[src/hw/sfb_consts.vh]
// Constants for the serial port flags and data buffer block.
`ifndef SFB_CONSTS_VH
`define SFB_CONSTS_VH

// ****************************************
// Register indexes and byte addresses
// ****************************************
`define SFB_IDX_CONTROL   8'h98
`define SFB_IDX_BUFFER    8'h99
`define SFB_IDX_BAUD      8'h9a
`define SFB_IDX_INTSTAT   8'h9b
`define SFB_IDX_INTMASK   8'h9c
`define SFB_ADDR_WIDTH    12
`define SFB_ADDR_CONTROL  12'h260
`define SFB_ADDR_BUFFER   12'h264
`define SFB_ADDR_BAUD     12'h268
`define SFB_ADDR_INTSTAT  12'h26c
`define SFB_ADDR_INTMASK  12'h270

// ****************************************
// Control register fields
// ****************************************
`define SFB_CTL_MODE_HI   7
`define SFB_CTL_MODE_LO   6
`define SFB_CTL_MPFILTER  5
`define SFB_CTL_RXEN      4
`define SFB_CTL_TX9       3
`define SFB_CTL_RX9       2
`define SFB_CTL_TXDONE    1
`define SFB_CTL_RXDONE    0
`define SFB_CTL_RESET     8'h00

// ****************************************
// Modes, baud and interrupt fields
// ****************************************
`define SFB_MODE_SHIFT    2'h0
`define SFB_MODE_ASYNC8   2'h1
`define SFB_MODE_FIXED9   2'h2
`define SFB_MODE_VAR9     2'h3
`define SFB_BAUD_DOUBLE   8
`define SFB_BAUD_RESET    9'h000
`define SFB_RELOAD_FAST   8'h01
`define SFB_RELOAD_SLOW   8'h03
`define SFB_INT_TX        0
`define SFB_INT_RX        1
`define SFB_FRAME_8       4'ha
`define SFB_FRAME_9       4'hb
`define SFB_SHIFT_BITS    4'h8
`define SFB_SAMPLE_POINT  4'h7
`define SFB_SUB_LAST      4'hf

`endif

[src/hw/sfb_serial_port.v]
// Serial port with control flags, shared data buffer and APB registers.
`timescale 1ns/1ps
`include "sfb_consts.vh"

// Operation
// RL1 - Nine-bit modes transmit the tx_ninth_bit field as ninth data bit.
// RL2 - Nine-bit modes store the received ninth bit into rx_ninth_bit.
// RL3 - Mode 1 with multiproc_filter clear stores the stop bit in rx_ninth_bit.
// RL4 - tx_done_flag sets after bit eight in mode 0, else at stop start.
// RL5 - rx_done_flag sets after bit eight in mode 0, else at stop sample.
// RL6 - One shared byte buffer; a software write starts a transmission.
// RL7 - Reading the buffer returns the last received byte.
// RL8 - Two mode bits pick shift, 8-bit async, fixed 9-bit, variable 9-bit.
// RL9 - Nine-bit modes with filter set ignore frames whose ninth bit is zero.
// RL10 - Mode 1 raises receive done only on a valid stop bit.
// RL11 - Reception runs only while the receive enable bit is one; the code checks it only to start a frame.
module sfb_serial_port (
    input  wire        clock,
    input  wire        rst_b,
    input  wire        psel,
    input  wire        penable,
    input  wire        pwrite,
    input  wire [11:0] paddr,
    input  wire [31:0] pwdata,
    output reg  [31:0] prdata,
    output reg         pready,
    output reg         pslverr,
    output reg         irq,
    output reg         txd,
    input  wire        rxdIn,
    output reg         rxdOut,
    output reg         rxdOe
);

    // ****************************************
    // Register decode
    // ****************************************
    localparam SEL_NONE = 3'h0;
    localparam SEL_CTL  = 3'h1;
    localparam SEL_BUF  = 3'h2;
    localparam SEL_BAUD = 3'h3;
    localparam SEL_IST  = 3'h4;
    localparam SEL_IMSK = 3'h5;

    function [2:0] regSel;
        input [11:0] addr;
        begin
            if (addr == `SFB_ADDR_CONTROL)
                regSel = SEL_CTL;
            else if (addr == `SFB_ADDR_BUFFER)
                regSel = SEL_BUF;
            else if (addr == `SFB_ADDR_BAUD)
                regSel = SEL_BAUD;
            else if (addr == `SFB_ADDR_INTSTAT)
                regSel = SEL_IST;
            else if (addr == `SFB_ADDR_INTMASK)
                regSel = SEL_IMSK;
            else
                regSel = SEL_NONE;
        end
    endfunction

    localparam ST_IDLE = 1'b0;
    localparam ST_BUSY = 1'b1;

    reg  [7:0] control;
    reg  [7:0] rxBuffer;
    reg  [8:0] baud;
    reg  [1:0] intStatus;
    reg  [1:0] intMask;
    reg        rxMeta;
    reg        rxSync;
    reg        rxPrev;
    reg        txState;
    reg [10:0] txShift;
    reg  [3:0] txLeft;
    reg  [3:0] txSub;
    reg        rxState;
    reg  [9:0] rxShift;
    reg  [3:0] rxLeft;
    reg  [3:0] rxTotal;
    reg  [3:0] rxSub;
    reg        txDoneSet;
    reg        rxDoneSet;
    reg        next_txd;
    wire       tick;
    wire       wrEn;
    wire [2:0] wrSel;
    wire [1:0] mode;
    wire       shiftMode;
    wire       rxSample;

    assign wrEn      = psel & penable & pready & pwrite;
    assign wrSel     = regSel(paddr);
    // RL8 - Mode bits decode.
    assign mode      = {control[`SFB_CTL_MODE_HI], control[`SFB_CTL_MODE_LO]};
    assign shiftMode = (mode == `SFB_MODE_SHIFT);
    assign rxSample  = (rxSub == `SFB_SAMPLE_POINT);

    sfb_tick u_tick (
        .clock      (clock),
        .rst_b      (rst_b),
        .mode       (mode),
        .doubleRate (baud[`SFB_BAUD_DOUBLE]),
        .baudDiv    (baud[7:0]),
        .tick       (tick)
    );

    // ****************************************
    // APB slave
    // ****************************************
    always @(posedge clock) begin
        if (!rst_b) begin
            pready  <= 1'b0;
            pslverr <= 1'b0;
            prdata  <= 32'h00000000;
        end else begin
            pready  <= psel & ~penable;
            pslverr <= psel & ~penable & (regSel(paddr) == SEL_NONE);
            prdata  <= 32'h00000000;
            if (psel & ~penable & ~pwrite) begin
                if (regSel(paddr) == SEL_CTL)
                    prdata <= {24'h000000, control};
                // RL7 - Buffer reads return received data.
                else if (regSel(paddr) == SEL_BUF)
                    prdata <= {24'h000000, rxBuffer};
                else if (regSel(paddr) == SEL_BAUD)
                    prdata <= {23'h000000, baud};
                else if (regSel(paddr) == SEL_IST)
                    prdata <= {30'h00000000, intStatus};
                else if (regSel(paddr) == SEL_IMSK)
                    prdata <= {30'h00000000, intMask};
            end
        end
    end

    // ****************************************
    // Control, baud and interrupt registers
    // ****************************************
    always @(posedge clock) begin
        if (!rst_b) begin
            control <= `SFB_CTL_RESET;
            baud    <= `SFB_BAUD_RESET;
            intMask <= 2'h0;
        end else begin
            if (wrEn && wrSel == SEL_CTL)
                control[7:2] <= pwdata[7:2];
            if (wrEn && wrSel == SEL_BAUD)
                baud <= pwdata[8:0];
            if (wrEn && wrSel == SEL_IMSK)
                intMask <= pwdata[1:0];
            // RL4 - Hardware set wins over software clear.
            if (txDoneSet)
                control[`SFB_CTL_TXDONE] <= 1'b1;
            else if (wrEn && wrSel == SEL_CTL)
                control[`SFB_CTL_TXDONE] <= pwdata[`SFB_CTL_TXDONE];
            // RL5 - Hardware set wins over software clear.
            if (rxDoneSet)
                control[`SFB_CTL_RXDONE] <= 1'b1;
            else if (wrEn && wrSel == SEL_CTL)
                control[`SFB_CTL_RXDONE] <= pwdata[`SFB_CTL_RXDONE];
            // RL2 - Ninth bit capture in nine-bit modes.
            if (rxDoneSet && (mode == `SFB_MODE_FIXED9 ||
                              mode == `SFB_MODE_VAR9))
                control[`SFB_CTL_RX9] <= rxShift[9];
            // RL3 - Stop bit capture in mode 1.
            else if (rxDoneSet && mode == `SFB_MODE_ASYNC8 &&
                     !control[`SFB_CTL_MPFILTER])
                control[`SFB_CTL_RX9] <= rxSync;
        end
    end

    genvar gi;
    generate
        for (gi = 0; gi < 2; gi = gi + 1) begin : g_sticky
            wire evt = (gi == `SFB_INT_TX) ? txDoneSet : rxDoneSet;
            always @(posedge clock) begin
                if (!rst_b)
                    intStatus[gi] <= 1'b0;
                else if (evt)
                    intStatus[gi] <= 1'b1;
                else if (wrEn && wrSel == SEL_IST && pwdata[gi])
                    intStatus[gi] <= 1'b0;
            end
        end
    endgenerate

    always @(posedge clock) begin
        if (!rst_b)
            irq <= 1'b0;
        else
            irq <= |(intStatus & intMask);
    end

    // ****************************************
    // Receive pin synchroniser
    // ****************************************
    always @(posedge clock) begin
        if (!rst_b) begin
            rxMeta <= 1'b1;
            rxSync <= 1'b1;
            rxPrev <= 1'b1;
        end else begin
            rxMeta <= rxdIn;
            rxSync <= rxMeta;
            rxPrev <= rxSync;
        end
    end

    // ****************************************
    // Transmitter
    // ****************************************
    always @(posedge clock) begin
        if (!rst_b) begin
            txState   <= ST_IDLE;
            txShift   <= 11'h7ff;
            txLeft    <= 4'h0;
            txSub     <= 4'h0;
            txDoneSet <= 1'b0;
        end else begin
            txDoneSet <= 1'b0;
            case (txState)
            ST_IDLE: begin
                // RL6 - Buffer write starts a frame.
                if (wrEn && wrSel == SEL_BUF) begin
                    txState <= ST_BUSY;
                    txSub   <= 4'h0;
                    if (shiftMode) begin
                        txShift <= {3'h7, pwdata[7:0]};
                        txLeft  <= `SFB_SHIFT_BITS;
                    end else if (mode == `SFB_MODE_ASYNC8) begin
                        txShift <= {2'h3, pwdata[7:0], 1'b0};
                        txLeft  <= `SFB_FRAME_8;
                    end else begin
                        // RL1 - Ninth bit from the control field.
                        txShift <= {1'b1, control[`SFB_CTL_TX9],
                                    pwdata[7:0], 1'b0};
                        txLeft  <= `SFB_FRAME_9;
                    end
                end
            end
            default: begin
                if (shiftMode) begin
                    txSub <= txSub + 4'h1;
                    if (txSub[0]) begin
                        txShift <= {1'b1, txShift[10:1]};
                        txLeft  <= txLeft - 4'h1;
                        // RL4 - Mode 0 done after the eighth bit.
                        if (txLeft == 4'h1) begin
                            txDoneSet <= 1'b1;
                            txState   <= ST_IDLE;
                        end
                    end
                end else if (tick) begin
                    txSub <= txSub + 4'h1;
                    if (txSub == `SFB_SUB_LAST) begin
                        txShift <= {1'b1, txShift[10:1]};
                        txLeft  <= txLeft - 4'h1;
                        // RL4 - Done as the stop bit begins.
                        if (txLeft == 4'h2)
                            txDoneSet <= 1'b1;
                        if (txLeft == 4'h1)
                            txState <= ST_IDLE;
                    end
                end
            end
            endcase
        end
    end

    // ****************************************
    // Receiver
    // ****************************************
    always @(posedge clock) begin
        if (!rst_b) begin
            rxState   <= ST_IDLE;
            rxShift   <= 10'h000;
            rxLeft    <= 4'h0;
            rxTotal   <= 4'h0;
            rxSub     <= 4'h0;
            rxBuffer  <= 8'h00;
            rxDoneSet <= 1'b0;
        end else begin
            rxDoneSet <= 1'b0;
            case (rxState)
            ST_IDLE: begin
                rxSub <= 4'h0;
                // RL11 - Receiver starts only when enabled.
                if (control[`SFB_CTL_RXEN]) begin
                    if (shiftMode) begin
                        if (!control[`SFB_CTL_RXDONE] &&
                            txState == ST_IDLE) begin
                            rxState <= ST_BUSY;
                            rxLeft  <= `SFB_SHIFT_BITS;
                        end
                    end else if (rxPrev && !rxSync) begin
                        rxState <= ST_BUSY;
                        rxTotal <= (mode == `SFB_MODE_ASYNC8) ?
                                   `SFB_FRAME_8 : `SFB_FRAME_9;
                        rxLeft  <= (mode == `SFB_MODE_ASYNC8) ?
                                   `SFB_FRAME_8 : `SFB_FRAME_9;
                    end
                end
            end
            default: begin
                if (shiftMode) begin
                    rxSub <= rxSub + 4'h1;
                    if (rxSub[0]) begin
                        rxShift <= {rxSync, rxShift[9:1]};
                        rxLeft  <= rxLeft - 4'h1;
                        // RL5 - Mode 0 done after the eighth bit.
                        if (rxLeft == 4'h1) begin
                            rxBuffer  <= {rxSync, rxShift[9:3]};
                            rxDoneSet <= 1'b1;
                            rxState   <= ST_IDLE;
                        end
                    end
                end else if (tick) begin
                    rxSub <= rxSub + 4'h1;
                    if (rxSample) begin
                        rxLeft <= rxLeft - 4'h1;
                        if (rxLeft == rxTotal && rxSync)
                            rxState <= ST_IDLE;
                        else if (rxLeft != 4'h1)
                            rxShift <= {rxSync, rxShift[9:1]};
                        else begin
                            rxState <= ST_IDLE;
                            if (mode == `SFB_MODE_ASYNC8) begin
                                // RL10 - Mode 1 needs a valid stop bit.
                                if (rxSync) begin
                                    rxBuffer  <= rxShift[9:2];
                                    rxDoneSet <= 1'b1;
                                end
                            // RL9 - Filter drops frames with ninth bit zero.
                            end else if (!(control[`SFB_CTL_MPFILTER] &&
                                           !rxShift[9])) begin
                                // RL5 - Done at the stop sampling point.
                                rxBuffer  <= rxShift[8:1];
                                rxDoneSet <= 1'b1;
                            end
                        end
                    end
                end
            end
            endcase
        end
    end

    // ****************************************
    // Pin drivers
    // ****************************************
    always @* begin
        next_txd = 1'b1;
        if (shiftMode) begin
            if (txState == ST_BUSY)
                next_txd = txSub[0];
            else if (rxState == ST_BUSY)
                next_txd = rxSub[0];
        end else if (txState == ST_BUSY) begin
            next_txd = txShift[0];
        end
    end

    always @(posedge clock) begin
        if (!rst_b) begin
            txd    <= 1'b1;
            rxdOut <= 1'b1;
            rxdOe  <= 1'b0;
        end else begin
            txd    <= next_txd;
            rxdOut <= txShift[0];
            rxdOe  <= shiftMode & (txState == ST_BUSY);
        end
    end

endmodule // sfb_serial_port

[src/hw/sfb_tick.v]
// Oversampling tick generator for the asynchronous modes.
`timescale 1ns/1ps
`include "sfb_consts.vh"

module sfb_tick (
    input  wire       clock,
    input  wire       rst_b,
    input  wire [1:0] mode,
    input  wire       doubleRate,
    input  wire [7:0] baudDiv,
    output reg        tick
);

    reg  [7:0] count;
    wire [7:0] reload;

    // Mode 2 gives 16 ticks per 32 or 64 clocks; others use the divider.
    assign reload = (mode == `SFB_MODE_FIXED9) ?
                    (doubleRate ? `SFB_RELOAD_FAST : `SFB_RELOAD_SLOW) :
                    baudDiv;

    always @(posedge clock) begin
        if (!rst_b) begin
            count <= 8'h00;
            tick  <= 1'b0;
        end else if (count == 8'h00) begin
            count <= reload;
            tick  <= 1'b1;
        end else begin
            count <= count - 8'h01;
            tick  <= 1'b0;
        end
    end

endmodule // sfb_tick

[config.mk]
export PLATFORM = sky130hd
export DESIGN_NAME = sfb_serial_port
export DESIGN_NICKNAME = d
export VERILOG_FILES = /design/src/hw/sfb_serial_port.v /design/src/hw/sfb_tick.v
export VERILOG_INCLUDE_DIRS = /design/src /design/src/hw
export SDC_FILE = /design/constraint.sdc
export NUM_CORES = 1
export LEC_CHECK = 0
export BUFFER_PORTS_ARGS = -buffer_cell sky130_fd_sc_hd__buf_4
export CAP_MARGIN = 10
export CORE_MARGIN = 10
export CORE_UTILIZATION = 50
export CTS_BUF_LIST = sky130_fd_sc_hd__clkbuf_2 sky130_fd_sc_hd__clkbuf_4 sky130_fd_sc_hd__clkbuf_8
export CTS_CLUSTER_SIZE = 14
export DETAILED_ROUTE_END_ITERATION = 16
export GPL_TIMING_DRIVEN = 0
export PLACE_DENSITY = 0.73
export SLEW_MARGIN = 40
export SYNTH_ARGS = -nofsm -noshare
export SYNTH_HDL_FRONTEND = slang
export SYNTH_HIERARCHICAL = 1
export SYNTH_SLANG_ARGS = --single-unit
[constraint.sdc]
create_clock -name clock -period 4.4 [get_ports clock]
set_input_delay 0.44 -clock clock [delete_from_list [all_inputs] [get_ports clock]]
set_output_delay 0.44 -clock clock [all_outputs]
set_load 0.1 [all_outputs]
==> reports/metrics.csv <==
metric,value,unit
synth-seq-cells,97,
initial_core_util,0.5074,
synth_top_family_by_area,simple AND/OR/NAND/NOR gates,
first_global_vias,4261,
required,4.65,ns
grt_max_degree,19,
drv_slew,0,
synthMuxAreaShare,0.09218,
setup_viol,0,
num_antenna_cells,0,
status,finished clean,
cts_setup_buffers,0,
async_flop_share,0,
num_rows,36,
drive_gt1_frac,0.1634,
die-area,0.01419,mm^2
path_max_fanout,8,
p_leak,2.353,nW
startpoint_type,register,
finalCriticalPeriod,2.375,ns
synth_fa_ha_area_frac,0.02292,
io_buffers,40,
die_x,119.1,um
cts-hold-fix-buffers,0,
path_cells,ha_1 -> or3b_2 -> a211oi_1 -> o2111ai_2 -> mux2i_1 -> nor2_1,
io_pins,88,
clk_pin_slew_worst_paths,0.09,ns
wl_per_cell,15.55,um
gr-usage-all-layers,0.1727,
drt_pass1_iterations,5,
peakVddDrop,0.0001772,V
instances_no_fill,788,
syn_area_per_cell,8.516,um^2
cts_resized,0,
period_share,0.5397,
cts_made_buffers,9,
die_h,119.1,um
hold_violations,0,
worst_pin_slew,0.6498,ns
end_kind,register,
core_area,0.009684,mm^2
dp_hpwl,9385,um
setup_tns,0,ns
grt_pass1_wl,20620,um
vias,4312,
synthXorXnorAreaFrac,0.01783,
drt_iter0_drc,225,
slew_headroom,0.5668,
drv_cap,0,
cts_tree,yes,
fmax,421.1,MHz
area_growth,15.38,%
clock_latency,0.38,ns
ys_seq_area_frac,0.3952,
fillers,875,
cts.sinks,97,
yosysWarnings,6,
synth_simple_gate_area_frac,0.2396,
gp_congestion,0.8678,
hp-class,input port to register,
synth-edff-count,0,
syn-cell-area,0.004913,mm^2
cts_root_buffer,clkbuf_8,
dp_cells,772,
antenna_found_initial,0,
num-nets-final,709,
arrival,2.62,ns
final_antenna_net_count,0,
via_per_inst,5.472,
synthFlopType,dfxtp_1,
synthDistinctLibCells,70,
crit_type,register to register,
wl,12250,um
crit_family,compound AO/OA/AOI/OAI gates,
crit_buf_inv,0,
synth-compound-area-share,0.1500,
synthCells,577,
drc_errors,0,
overflow,0,
fin_skew,0.01723,ns
power.density,351.6,mW/mm^2
htree_levels,3,
cpPeakStageDelay,0.49,ns
crit_slowest_cell,or3b_2,
rsz0062_at_grt,no,
clockBufferDepth,2,
==> state kept, by name (all words and copies together) (netlist names), 2 cells and up <==
name / count
control: 8
txShift: 10
intStatus: 2
txLeft: 4
g_sticky.evt: 2
prdata: 9
rxSub: 4
intMask: 2
rxShift: 9
txSub: 4
rxTotal: 2
rxLeft: 4
rxBuffer: 8
baud: 9
u_tick/count: 8
==> power by group <==
part / switching, mW / internal [mW]
combinational: 0.260 / 0.162
clock: 0.336 / 0.273
sequential: 0.0479 / 0.915
total: 0.644 / 1.35
==> layer usage <==
layer | share of wire | GRT usage
met3 | 0.062 | 0.03968
met2 | 0.49 | 0.2953
met1 | 0.43 | 0.2082
met4 | 0.018 | 0.05878
met5 | 0 | 0
==> cells in the mapped netlist (all sizes together) (10+ instances only) <==
library cell  number  share of area
dfxtp             97           0.40
a21oi             42          0.043
o21ai             23          0.023
mux2i             43          0.088
nor3              10          0.010
nand2b            13          0.017
buf               31          0.048
nor2              58          0.046
nand2             80          0.062
inv               19          0.015
nor2b             12          0.015
clkbuf            25          0.019
==> cell usage in the layout, fill, tap and decap left out, drive strengths merged, types with 4 or more instances in the layout <==
cell type,Yosys,routed
a2111oi,7,7
a211oi,4,4
a21oi,42,42
a31oi,4,4
and3,5,5
buf,31,71
clkbuf,25,34
conb,1,23
dfxtp,97,97
ha,9,9
inv,19,23
mux2i,43,43
nand2,80,80
nand2b,13,13
nand3,6,6
nand4,9,9
nor2,58,58
nor2b,12,12
nor3,10,10
nor3b,8,8
nor4,4,4
o211ai,9,9
o21ai,23,23
or3,6,6
xnor2,7,7
==> stage by stage <==
stage                     hold WS (ns)  setup slack [ns]    util  power (mW)  area (um^2)
after global placement          0.3925             2.042  0.5641       1.383         5463
after global routing            0.2496             1.839  0.5854       2.084         5669
after detailed placement        0.3933             2.010  0.5641       1.401         5463
final                           0.2460             2.025  0.5854       1.993         5669
after CTS                       0.2402             2.075  0.5854       2.005         5669
after floorplan                 0.3863             2.096       -       1.309         4996
==> logic make-up (layout without fill, tap and decap cells) <==
kind of cell	Yosys count	after routing
buffers and inverters	75	131
adders and majority gates	9	9
xor gates and xnor gates	10	10
other	1	23
DFF	97	97
muxes	45	45
and+or+nand+nor	229	229
AOI/OAI and AO/OA	111	111
==> area by class of cell <==
| type | count | area, um^2 | area share |
|---|---|---|---|
| clock inverters | 7 | 82.58 | 0.01457 |
| repair buffers | 40 | 300.3 | 0.05297 |
| clock buffers | 9 | 123.9 | 0.02185 |
| multi-input cells | 427 | 2654 | 0.4681 |
| flip-flops and latches | 97 | 1942 | 0.3425 |
| well taps | 133 | 166.4 | 0.02935 |
| plain buffers | 56 | 329.1 | 0.05804 |
| inverters | 19 | 71.32 | 0.01258 |
==> path summary, 6_finish.rpt <==
path / slack, ns / from / end / depth (start not counted)
setup / recovery: 2.03 / rxLeft[0] / rxBuffer[2] / 6
hold / removal: 0.25 / rxdIn / rxMeta / 2
setup reg to reg: 2.03 / rxLeft[0] / rxBuffer[2] / 6
hold reg to reg: 0.41 / rxMeta / rxSync / 1
Power figures use the tool's default switching activity.
